<file path="src/shared/atbw_pkg.sv">
// Constants and types for the tracking, burst and window control block
package atbw_pkg;
  // Register addresses, all on page 0x00
  localparam logic [7:0] SFR_PAGE_TRACK  = 8'h00;
  localparam logic [7:0] ADDR_TRACK      = 8'hba;
  localparam logic [7:0] ADDR_CONTROL    = 8'he8;
  localparam logic [7:0] ADDR_UPPER_LOW  = 8'hc3;
  localparam logic [7:0] ADDR_UPPER_HIGH = 8'hc4;
  localparam logic [7:0] ADDR_LOWER_LOW  = 8'hc5;
  localparam logic [7:0] ADDR_LOWER_HIGH = 8'hc6;
  localparam logic [7:0] ADDR_RESULT_LOW = 8'hbd;
  localparam logic [7:0] ADDR_RESULT_HIGH = 8'hbe;
  // Reset values
  localparam logic [7:0]  TRACK_RESET   = 8'hff;
  localparam logic [7:0]  CONTROL_RESET = 8'h00;
  localparam logic [15:0] UPPER_RESET   = 16'hffff;
  localparam logic [15:0] LOWER_RESET   = 16'h0000;
  // Field positions in the tracking register
  localparam int PWR_MSB = 7;
  localparam int PWR_LSB = 4;
  localparam int TM_MSB  = 3;
  localparam int TM_LSB  = 2;
  localparam int TK_MSB  = 1;
  localparam int TK_LSB  = 0;
  // Bit positions in the control register
  localparam int CTL_ENABLE = 7;
  localparam int CTL_BURST  = 6;
  localparam int CTL_WFLAG  = 3;
  // Timing
  localparam int CLK_PERIOD_PS    = 4000;
  localparam int BURST_UNIT_NS    = 200;
  localparam int BURST_UNIT_CYC   = (BURST_UNIT_NS * 1000 + CLK_PERIOD_PS - 1) / CLK_PERIOD_PS;
  localparam logic [1:0] POST_SYSTEM_CLOCK_CYC = 2'h2;
  localparam logic [4:0] POST_SAR_00 = 5'h02;
  localparam logic [4:0] POST_SAR_01 = 5'h04;
  localparam logic [4:0] POST_SAR_10 = 5'h08;
  localparam logic [4:0] POST_SAR_11 = 5'h10;
  // Tracking mode codes
  typedef enum logic [1:0]
  {
    ATBW_TM_RSVD = 2'h0,
    ATBW_TM_POST = 2'h1,
    ATBW_TM_PRE  = 2'h2,
    ATBW_TM_DUAL = 2'h3
  } atbw_tm_t;
  // Sequencer states, Gray along the path
  typedef enum logic [1:0]
  {
    ATBW_IDLE  = 2'b00,
    ATBW_WAKE  = 2'b01,
    ATBW_TRACK = 2'b11,
    ATBW_CONV  = 2'b10
  } atbw_state_t;
endpackage

</file>
<file path="src/shared/atbw_win_if.sv">
// Carrier between the sequencer and the window comparator
`timescale 1ns/1ns
`default_nettype none
interface atbw_win_if;
  logic [15:0] result;
  logic [15:0] upper;
  logic [15:0] lower;
  logic        hit;
  modport ctrl (output result, output upper, output lower, input hit);
  modport det (input result, input upper, input lower, output hit);
endinterface
`default_nettype wire

</file>
<file path="src/atbw_window.sv">
// Window comparator on the converted result
`timescale 1ns/1ns
`default_nettype none
module atbw_window
(
  atbw_win_if.det win
);
  wire inside_mode;
  wire above_upper;
  wire below_lower;

  assign above_upper = win.result > win.upper;
  assign below_lower = win.result < win.lower;
  assign inside_mode = win.lower > win.upper;
  assign win.hit = inside_mode ? (above_upper && below_lower) : (above_upper || below_lower);
endmodule
`default_nettype wire

</file>
<file path="src/atbw_ctrl.sv">
// Burst power-up, tracking sequence and window flag control
`timescale 1ns/1ns
`default_nettype none
// Overview of operation
// - Burst off: power follows converter enable
// - Burst on, enabled: converter stays powered
// - Burst on, disabled: sleep, wake per start
// - Wake wait is (field plus one) times 200ns
// - Mode field picks post, pre or dual
// - Post-track length 2/4/8/16 clocks plus two
// - Tracking register at 0xBA, resets all ones
// - Compare result against programmed limits
// - Flag is both interrupt and status
// - Upper and lower limits, high/low bytes
// - Limit order selects inside or outside
module atbw_ctrl
(
  // Clock and reset
  input  wire logic        mclk,
  input  wire logic        reset,
  // Register port
  input  wire logic [7:0]  sfr_addr,
  input  wire logic [7:0]  sfr_page,
  input  wire logic        sfr_wr,
  input  wire logic [7:0]  sfr_wdata,
  output var  logic [7:0]  sfr_rdata,
  // Converter side
  input  wire logic        conv_start,
  input  wire logic        sar_tick,
  input  wire logic        conv_done,
  input  wire logic [15:0] conv_result,
  output var  logic        conv_power,
  output var  logic        conv_track,
  output var  logic        conv_go,
  output var  logic        seq_busy,
  // Window flag
  output var  logic        window_irq
);
  import atbw_pkg::*;

  atbw_win_if win ();

  atbw_state_t state_q;
  atbw_state_t state_d;
  logic [7:0]  track_q;
  logic [7:0]  ctl_q;
  logic [15:0] upper_q;
  logic [15:0] lower_q;
  logic [15:0] result_q;
  logic        flag_q;
  logic        eval_q;
  logic [9:0]  cnt_q;
  logic [9:0]  cnt_d;
  logic        system_clock_phase_q;
  logic        system_clock_phase_d;
  logic [7:0]  rdata_d;
  logic        power_q;
  logic        track_o_q;
  logic        go_q;
  logic        busy_q;

  wire       page_ok;
  wire       wr_track;
  wire       wr_ctl;
  wire       wr_ul;
  wire       wr_uh;
  wire       wr_ll;
  wire       wr_lh;
  wire       enable;
  wire       burst;
  wire [3:0] pwr_field;
  wire [1:0] tm_field;
  wire [1:0] tk_field;
  wire       post_needed;
  wire       pre_track;
  wire [4:0] post_sar;
  wire [9:0] wake_cycles;
  wire       start_ok;
  wire       sleeping;
  wire       flag_clear;

  // Register decode
  assign page_ok  = sfr_page == SFR_PAGE_TRACK;
  assign wr_track = sfr_wr && page_ok && (sfr_addr == ADDR_TRACK);
  assign wr_ctl   = sfr_wr && page_ok && (sfr_addr == ADDR_CONTROL);
  assign wr_ul    = sfr_wr && page_ok && (sfr_addr == ADDR_UPPER_LOW);
  assign wr_uh    = sfr_wr && page_ok && (sfr_addr == ADDR_UPPER_HIGH);
  assign wr_ll    = sfr_wr && page_ok && (sfr_addr == ADDR_LOWER_LOW);
  assign wr_lh    = sfr_wr && page_ok && (sfr_addr == ADDR_LOWER_HIGH);

  // Fields
  assign enable    = ctl_q[CTL_ENABLE];
  assign burst     = ctl_q[CTL_BURST];
  assign pwr_field = track_q[PWR_MSB:PWR_LSB];
  assign tm_field  = track_q[TM_MSB:TM_LSB];
  assign tk_field  = track_q[TK_MSB:TK_LSB];

  // Reserved mode code behaves as post-tracking
  assign post_needed = (tm_field != ATBW_TM_PRE);
  assign pre_track   = (tm_field == ATBW_TM_PRE) || (tm_field == ATBW_TM_DUAL);

  // Post-track converter clocks per code
  assign post_sar = (tk_field == 2'h0) ? POST_SAR_00 :
                    (tk_field == 2'h1) ? POST_SAR_01 :
                    (tk_field == 2'h2) ? POST_SAR_10 :
                    POST_SAR_11;

  // Wake time in system clocks
  assign wake_cycles = 10'((11'(pwr_field) + 11'h001) * 11'(BURST_UNIT_CYC));

  assign sleeping   = burst && !enable;
  assign start_ok   = conv_start && (enable || burst);
  assign flag_clear = wr_ctl && !sfr_wdata[CTL_WFLAG];

  // Window comparator hookup
  assign win.result = result_q;
  assign win.upper  = upper_q;
  assign win.lower  = lower_q;

  atbw_window u_window
  (
    .win (win)
  );

  // Sequencer next state
  always_comb
  begin
    state_d      = state_q;
    cnt_d        = cnt_q;
    system_clock_phase_d = system_clock_phase_q;
    case (state_q)
      ATBW_IDLE:
      begin
        cnt_d        = 10'h000;
        system_clock_phase_d = 1'b0;
        if (start_ok)
        begin
          if (sleeping)
            state_d = ATBW_WAKE;
          else if (post_needed)
            state_d = ATBW_TRACK;
          else
            state_d = ATBW_CONV;
        end
      end
      ATBW_WAKE:
      begin
        cnt_d = cnt_q + 10'h001;
        if (cnt_q + 10'h001 >= wake_cycles)
        begin
          cnt_d   = 10'h000;
          state_d = post_needed ? ATBW_TRACK : ATBW_CONV;
        end
      end
      ATBW_TRACK:
      begin
        if (!system_clock_phase_q)
        begin
          if (sar_tick)
            cnt_d = cnt_q + 10'h001;
          if (sar_tick && (cnt_q + 10'h001 >= 10'(post_sar)))
          begin
            cnt_d        = 10'h000;
            system_clock_phase_d = 1'b1;
          end
        end
        else
        begin
          cnt_d = cnt_q + 10'h001;
          if (cnt_q + 10'h001 >= 10'(POST_SYSTEM_CLOCK_CYC))
          begin
            cnt_d        = 10'h000;
            system_clock_phase_d = 1'b0;
            state_d      = ATBW_CONV;
          end
        end
      end
      ATBW_CONV:
      begin
        if (conv_done)
          state_d = ATBW_IDLE;
      end
      default:
      begin
        state_d = ATBW_IDLE;
      end
    endcase
  end

  // Read data selection
  always_comb
  begin
    rdata_d = 8'h00;
    if (!page_ok)
      rdata_d = 8'h00;
    else if (sfr_addr == ADDR_TRACK)
      rdata_d = track_q;
    else if (sfr_addr == ADDR_CONTROL)
      rdata_d = {ctl_q[7:4], flag_q, ctl_q[2:0]};
    else if (sfr_addr == ADDR_UPPER_LOW)
      rdata_d = upper_q[7:0];
    else if (sfr_addr == ADDR_UPPER_HIGH)
      rdata_d = upper_q[15:8];
    else if (sfr_addr == ADDR_LOWER_LOW)
      rdata_d = lower_q[7:0];
    else if (sfr_addr == ADDR_LOWER_HIGH)
      rdata_d = lower_q[15:8];
    else if (sfr_addr == ADDR_RESULT_LOW)
      rdata_d = result_q[7:0];
    else if (sfr_addr == ADDR_RESULT_HIGH)
      rdata_d = result_q[15:8];
  end

  // Registers
  always_ff @(posedge mclk)
  begin
    if (reset)
    begin
      track_q <= TRACK_RESET;
      ctl_q   <= CONTROL_RESET;
      upper_q <= UPPER_RESET;
      lower_q <= LOWER_RESET;
    end
    else
    begin
      if (wr_track)
        track_q <= sfr_wdata;
      if (wr_ctl)
        ctl_q <= {sfr_wdata[7:4], 1'b0, sfr_wdata[2:0]};
      if (wr_ul)
        upper_q[7:0] <= sfr_wdata;
      if (wr_uh)
        upper_q[15:8] <= sfr_wdata;
      if (wr_ll)
        lower_q[7:0] <= sfr_wdata;
      if (wr_lh)
        lower_q[15:8] <= sfr_wdata;
    end
  end

  // Result capture and window flag
  always_ff @(posedge mclk)
  begin
    if (reset)
    begin
      result_q <= 16'h0000;
      flag_q   <= 1'b0;
      eval_q   <= 1'b0;
    end
    else
    begin
      if (state_q == ATBW_CONV && conv_done)
        result_q <= conv_result;
      eval_q <= (state_q == ATBW_CONV) && conv_done;
      if (eval_q && win.hit)
        flag_q <= 1'b1;
      else if (flag_clear)
        flag_q <= 1'b0;
    end
  end

  // Sequencer and outputs
  always_ff @(posedge mclk)
  begin
    if (reset)
    begin
      state_q      <= ATBW_IDLE;
      cnt_q        <= 10'h000;
      system_clock_phase_q <= 1'b0;
      power_q      <= 1'b0;
      track_o_q    <= 1'b0;
      go_q         <= 1'b0;
      busy_q       <= 1'b0;
      sfr_rdata    <= 8'h00;
    end
    else
    begin
      state_q      <= state_d;
      cnt_q        <= cnt_d;
      system_clock_phase_q <= system_clock_phase_d;
      power_q      <= burst ? (enable || state_d != ATBW_IDLE) : enable;
      track_o_q    <= (state_d == ATBW_TRACK) || (state_d == ATBW_IDLE && pre_track && power_q);
      go_q         <= (state_d == ATBW_CONV) && (state_q != ATBW_CONV);
      busy_q       <= state_d != ATBW_IDLE;
      sfr_rdata    <= rdata_d;
    end
  end

  assign seq_busy   = busy_q;
  assign conv_power = power_q;
  assign conv_track = track_o_q;
  assign conv_go    = go_q;
  assign window_irq = flag_q;
endmodule
`default_nettype wire

</file>
<file path="config.mk">
export PLATFORM = sky130hd
export DESIGN_NAME = atbw_ctrl
export DESIGN_NICKNAME = d
export VERILOG_FILES = /design/src/shared/atbw_pkg.sv /design/src/shared/atbw_win_if.sv /design/src/atbw_window.sv /design/src/atbw_ctrl.sv
export SDC_FILE = /design/constraint.sdc
export NUM_CORES = 1
export LEC_CHECK = 0
export BUFFER_PORTS_ARGS = -buffer_cell sky130_fd_sc_hd__buf_4
export CORE_MARGIN = 2
export CORE_UTILIZATION = 62
export CTS_BUF_LIST = sky130_fd_sc_hd__clkbuf_4
export DETAILED_ROUTE_END_ITERATION = 10
export HOLD_SLACK_MARGIN = 0.02
export PLACE_DENSITY = 0.83
export SYNTH_ARGS = -nofsm -noshare
export SYNTH_HDL_FRONTEND = slang
export SYNTH_HIERARCHICAL = 1
export SYNTH_SLANG_ARGS = --single-unit
</file>
<file path="constraint.sdc">
create_clock -name mclk -period 4.6 [get_ports mclk]
set_input_delay 0.23 -clock mclk [delete_from_list [all_inputs] [get_ports mclk]]
set_output_delay 0.23 -clock mclk [all_outputs]
set_load 0.02 [all_outputs]
</file>
==> results of run 1 <==
==> cell usage in the layout, fill, tap and decap left out, types with 20 or more instances in the layout <==
cell type / Yosys / final
buf_4: 0 / 60
mux2i_1: 31 / 31
dfxtp_1: 90 / 90
o21ai_0: 20 / 20
inv_1: 47 / 47
nor2b_1: 34 / 34
nand2_1: 77 / 77
nor2_1: 44 / 44
a211o_1: 25 / 25
ha_1: 76 / 76
a21oi_1: 51 / 51
==> final cells by class <==
class / instances / area (um2)
clock buffer: 10 / 75.1
tap: 129 / 161
fill: 745 / 2560
clock inverter: 6 / 50.0
timing repair buffer: 75 / 601
inverter: 48 / 180
multi-input combinational: 532 / 3900
antenna: 1 / 2.50
sequential: 90 / 1800
==> worst paths after layout <==
kind                      from           to  slack (ns)
setup reg to reg    track_q[4]   conv_track        0.21
setup / recovery    track_q[4]   conv_track        0.21
hold / removal    sfr_wdata[5]  upper_q[13]        0.04
hold reg to reg         eval_q   window_irq        0.46
==> per-stage QoR <==
stage,total power [mW],setup WS [ns],hold slack (ns),std cells,utilization
finish,1.29,0.208,0.0429,891,0.726
global route,1.33,0.00129,0.0320,891,0.726
CTS,1.29,0.222,0.0261,890,0.725
detailed placement,0.871,0.219,0.450,859,0.696
global placement,0.869,0.399,0.436,859,0.696
floorplan,0.824,0.531,0.348,702,-
==> cells by family (layout without fill, tap and decap cells) <==
logic type,Yosys count,after routing,share of synthesized area
other,0,1,0
and+or+nand+nor,230,230,0.201
muxes,32,32,0.0541
DFF,90,90,0.299
xor gates and xnor gates,23,23,0.0335
buffers and inverters,80,139,0.0532
AOI/OAI and AO/OA,169,169,0.196
adders and majority gates,78,78,0.163
==> critical path, cell delays in order (launching register included) <==
cell and delay, ns:
dfxtp_1 0.47, ha_1 0.33, o21ai_0 0.16, a32o_1 0.24
ha_1 0.29, ha_1 0.29, ha_1 0.32, a31oi_1 0.20
xnor2_1 0.12, ha_1 0.32, nand4_1 0.12, nor2_1 0.07
a311o_1 0.44, or2_0 0.23, a221o_1 0.41, mux2_4 0.32
==> registers in the layout, indices dropped and copies added, names as in the netlist, 2 cells and up <==
signal     flops
lower_q       16
result_q      16
upper_q       16
cnt_q         10
sfr_rdata      8
track_q        8
ctl_q          7
state_q        2
==> synth_stat cells (all sizes together), types with 9 or more instances <==
cell,count
ha,76
inv,48
nand2,77
nor2,45
nor3,12
xor2,11
nor2b,34
nand3,12
a22o,9
a21oi,51
a211o,25
a21o,9
buf,14
clkbuf,18
o21ai,24
nand4,12
dfxtp,90
mux2i,31
xnor2,12
==> timing repair <==
action                                 CTS  global route
buffers inserted                         0             0
hold buffers                            15             0
endpoints found under the hold margin   15             0
resized for setup                        0             0
==> power breakdown <==
group,leakage [nW],internal (mW),switching [mW]
registers,0.726,0.780,0.0000568
logic,2.14,0.0414,0.0458
clock network,0.0689,0.124,0.296
total,2.94,0.946,0.342
==> routing by layer <==
metal	up-vias	part of all wire	track usage	routed length, um
met5	-	0	0	0
met4	0	0.019	0.107	300
met3	25	0.079	0.0400	1280
met2	225	0.45	0.509	7350
met1	2639	0.45	0.452	7250
li1	2631	-	-	-
==> results.md, run 1 <==
- Power per Cell Area: ~190 nW/um2
- Data required, critical path: 4.96 ns
- Fin Clk Skew: 0.0239 ns
- Post-synth EDFFs: 0
- Final instance area: around 6800 um2
- Crit share post-route: 0.955
- I/O Pins: 59
- Share of layout cells above drive strength 1: 0.124
- Setup violators final: 0
- F_max: ~230 MHz
- DR pass1 iterations: 5
- Synthesized area per cell: about 8.6 um2
- Mapped Cells: 702
- Ys flop type: dfxtp_1
- Yosys top cell by area: dfxtp_1
- CTS max path bufs: 2
- Yosys reg bits: 90
- Hold path depth: 2
- Slew Limit Fails: 0
- Reg clk slew, reported paths: 0.16 ns
- Worst-path fanout max: 7
- Fin. Hold Viols: 0
- Synth Warn #: 6
- Placed inst area: between 6000 and 7000 um2
- Largest cells by area after synthesis: dfxtp_1 (30%), ha_1 (16%), mux2i_1 (5.2%)
- Initial antenna violation count: 1
- RSZ-0062 raised after global routing: false
- Worst-margin pin slew: 1.19 ns
- Detailed Route WL: 16200 um
- Hold Crit Class: in -> reg
- Startpoint Class: register
- H-tree depth: 3
- Unique masters post-synth: between 70 and 80
- CTS buffer count: 9
- Die Width: around 100 um
- Initial Util: 0.645
- Avg Vias per Cell: between 6 and 7
- First-pass GRT wire length: roughly 26000 um
- Row count: 35
- Die Ht: between 100 and 150 um
- Fin nets: 879
- Final Critical Period: between 4 and 5 ns
- Slew margin rel.: 0.205
- DIE AREA: between 10000 and 15000 um2
- Status: finished, final reports clean
- Floorplan Core Area: 9330 um2
- DP HPWL: ~12000 um
- Async SR Flop Fraction: 0
- Tot GR Track Use: 0.320
- Peak VDD IR: about 0.13 mV
- Clk root buf: clkbuf_4
- Max_cap viols: 0
- Vias in the first global route: 5301
- Mapped cell area: ~6000 um2
- Iteration-0 DRC count of the detailed router: around 520
- Reg2reg path depth: 15
- Setup_tns: 0 ns
- CP Capture Type: register
- Gr ovfl total: 0
- CTS tree: yes
- Syn nets: 825
- P_leak: 2.94 nW
- Share of the synthesized area in the top cell type: 0.299
- Sequential share of the synthesized area: 0.299
- IO buf count: slightly below 60
- Worst-skew pair later-pin latency: roughly 0.45 ns
- CP Class: reg -> reg
- Avg WL per Cell: approximately 18 um
- Residual DRC: 0
- Final GP Congestion: about 0.95
- Largest net degree at the start of global routing: between 70 and 80
- Final ANT Viol Nets: 0
- Vias: ~5500
- Area delta synth->final: 12.5%
- CP Data Arrival Time: 4.75 ns
- Sink Count: 90
No activity file was read; power rests on OpenSTA's default activity.
==> run 2, diff against run 1 <==
--- a/config.mk
+++ b/config.mk
@@ -11,6 +11,7 @@
 export CTS_BUF_LIST = sky130_fd_sc_hd__clkbuf_4
 export DETAILED_ROUTE_END_ITERATION = 10
 export HOLD_SLACK_MARGIN = 0.02
+export MAX_ROUTING_LAYER = met4
 export PLACE_DENSITY = 0.83
 export SYNTH_ARGS = -nofsm -noshare
 export SYNTH_HDL_FRONTEND = slang
==> constraint.sdc (replaced) <==
create_clock -name mclk -period 4.6 [get_ports mclk]
set_input_delay 1.15 -clock mclk [delete_from_list [all_inputs] [get_ports mclk]]
set_output_delay 1.15 -clock mclk [all_outputs]
set_load 0.02 [all_outputs]
==> run 2 against run 1 <==
Effect of this change:
- first-iteration DRC count shrank 10%
- clock power is 2% lower
- register-to-register slack barely moved
- highest routed layer unchanged
- maximum frequency is 0.28% lower
- critical path depth did not move
- hold slack better by 0.42 ns
==> results.md, run 2 (same netlist as run 1, synthesis figures left out) <==
- DR pass1 iterations: 6
- Peak VDD IR: approximately 0.16 mV
- Max_cap viols: 0
- Fin nets: 866
- Setup_tns: 0 ns
- Flop pwr share: 0.617
- First-pass GRT wire length: around 26000 um
- Worst-margin pin slew: ~1.1 ns
- Area delta synth->final: 10.1%
- Power per Cell Area: around 190 nW/um2
- Hold Crit Class: reg -> reg
- Post-layout util: 0.710
- Floorplan Core Area: just over 9000 um2
- Startpoint Class: register
- Crit share post-route: 0.957
- NetSw: 0.324 mW
- CP Data Arrival Time: between 4 and 5 ns
- H-tree depth: 3
- Share of layout cells above drive strength 1: 0.128
- Residual DRC: 0
- Detailed Route WL: approximately 16000 um
- CP Class: reg -> reg
- Fin. Hold Viols: 0
- CTS buffer count: 9
- Sink Count: 90
- Sw Ratio: 0.257
- Hold_sp: eval_q
- Avg Vias per Cell: ~6.2
- Avg WL per Cell: 18.0 um
- Reg2reg path depth: 15
- Fin Clk Skew: 0.0219 ns
- Reg-to-Reg Start: track_q[4]
- Cell Int Power: between 0.9 and 1 mW
- Die Ht: 103 um
- Largest regs: lower_q (16), result_q (16), upper_q (16)
- Reg2Reg Setup Slack: slightly below 0.2 ns
- RR Endpoint: conv_track
- Gr ovfl total: 0
- Final GP Congestion: 0.897
- Initial Util: 0.645
- Hold_buf cts: 0
- Slew margin rel.: 0.266
- Worst-path fanout max: 7
- Die Width: between 100 and 150 um
- Combinational share of power: 0.059
- Row count: 35
- CP Capture Type: register
- F_max: 227 MHz
- Reg clk slew, reported paths: around 0.15 ns
- I/O Pins: 59
- Vias in the first global route: 5157
- Tot GR Track Use: 0.324
- Status: finished, final reports clean
- Resized cells post-CTS: 0
- Final Critical Period: about 4.4 ns
- DIE AREA: around 11000 um2
- RSZ-0062 raised after global routing: false
- Antenna diode count: 0
- Iteration-0 DRC count of the detailed router: roughly 460
- Final ANT Viol Nets: 0
- Clk root buf: clkbuf_4
- Hold path depth: 2
- Hold EP: window_irq
- Placed inst area: around 6500 um2
- IO buf count: a little under 60
- CTS tree: yes
- Post CTS Setup Buffer Count: 0
- Final instance area: ~6600 um2
- Initial antenna violation count: 0
- WHS: between 0.4 and 0.5 ns
- P_leak: around 2.9 nW
- Largest net degree at the start of global routing: 79
- Clock share of power: 0.324
- Final Power: 1.26 mW
- Worst-skew pair later-pin latency: 0.44 ns
- CTS max path bufs: 2
- Highest-count cells in the layout ignoring fill and taps: dfxtp_1 (90), nand2_1 (77), ha_1 (76)
- Vias: around 5400
- Data required, critical path: a little under 5 ns
- Commonest non-fill, non-tap cell in the layout: dfxtp_1
- Slew Limit Fails: 0
- DP HPWL: approximately 12000 um
- Setup violators final: 0
[run 2: changes by cell type in the layout (fill, tap and decap cells not counted)]
cell           delta
buf_4             +2
clkbuf_4          +1
inv_8             -1
diode_2           -1
dlygate4sd3_1    -15
[run 2: through the flow]
step / worst slack (ns) / std cells
global route: 0.00381 / 877
floorplan: 0.531 / 702
global placement: 0.395 / 861
finish: 0.196 / 877
CTS: 0.240 / 877
detailed placement: 0.254 / 861
[run 2: area by class of cell]
type	instances	area, um2
clock buffers	11	82.6
clock inverters	5	38.8
fillers	746	2700
inverters	48	180
multi-input cells	532	3900
flip-flops and latches	90	1800
well taps	129	161
repair buffers	62	465
[run 2: worst max path at each step]
stage	startpoint	to	slack (ns)	cells past startpoint
6_report	track_q[4]	conv_track	0.20	15
5_1_grt	track_q[4]	conv_track	0.004	17
4_1_cts	track_q[4]	conv_track	0.24	15
3_5_place_dp	track_q[4]	conv_track	0.25	15
3_3_place_gp	track_q[4]	conv_track	0.39	15
2_1_floorplan	track_q[4]	conv_track	0.53	16
[run 2: power by group through the flow]
stage          clock [mW]  sequential, mW  combinational (mW)
6_report            0.410           0.780              0.0747
5_1_grt             0.444           0.780              0.0798
4_1_cts             0.415           0.780              0.0738
3_5_place_dp            0           0.797              0.0733
3_3_place_gp            0           0.797              0.0720
2_1_floorplan           0           0.797              0.0277
[run 2: critical path: stages, from the launching register on]
cell and delay [ns]:
dfxtp_1 0.48, ha_1 0.34, o21ai_0 0.15, a32o_1 0.23, ha_1 0.29, ha_1 0.30, ha_1 0.33, a31oi_1 0.17
xnor2_1 0.11, ha_1 0.31, nand4_1 0.12, nor2_1 0.07, a311o_1 0.45, or2_0 0.24, a221o_1 0.42, mux2_4 0.32
[run 2: per-layer routing]
| layer | global-route usage | up-vias | share of wire |
|---|---|---|---|
| met5 | - | - | 0 |
| met4 | 0.0800 | 0 | 0.015 |
| li1 | - | 2596 | - |
| met2 | 0.493 | 210 | 0.44 |
| met1 | 0.449 | 2569 | 0.46 |
| met3 | 0.0583 | 26 | 0.079 |
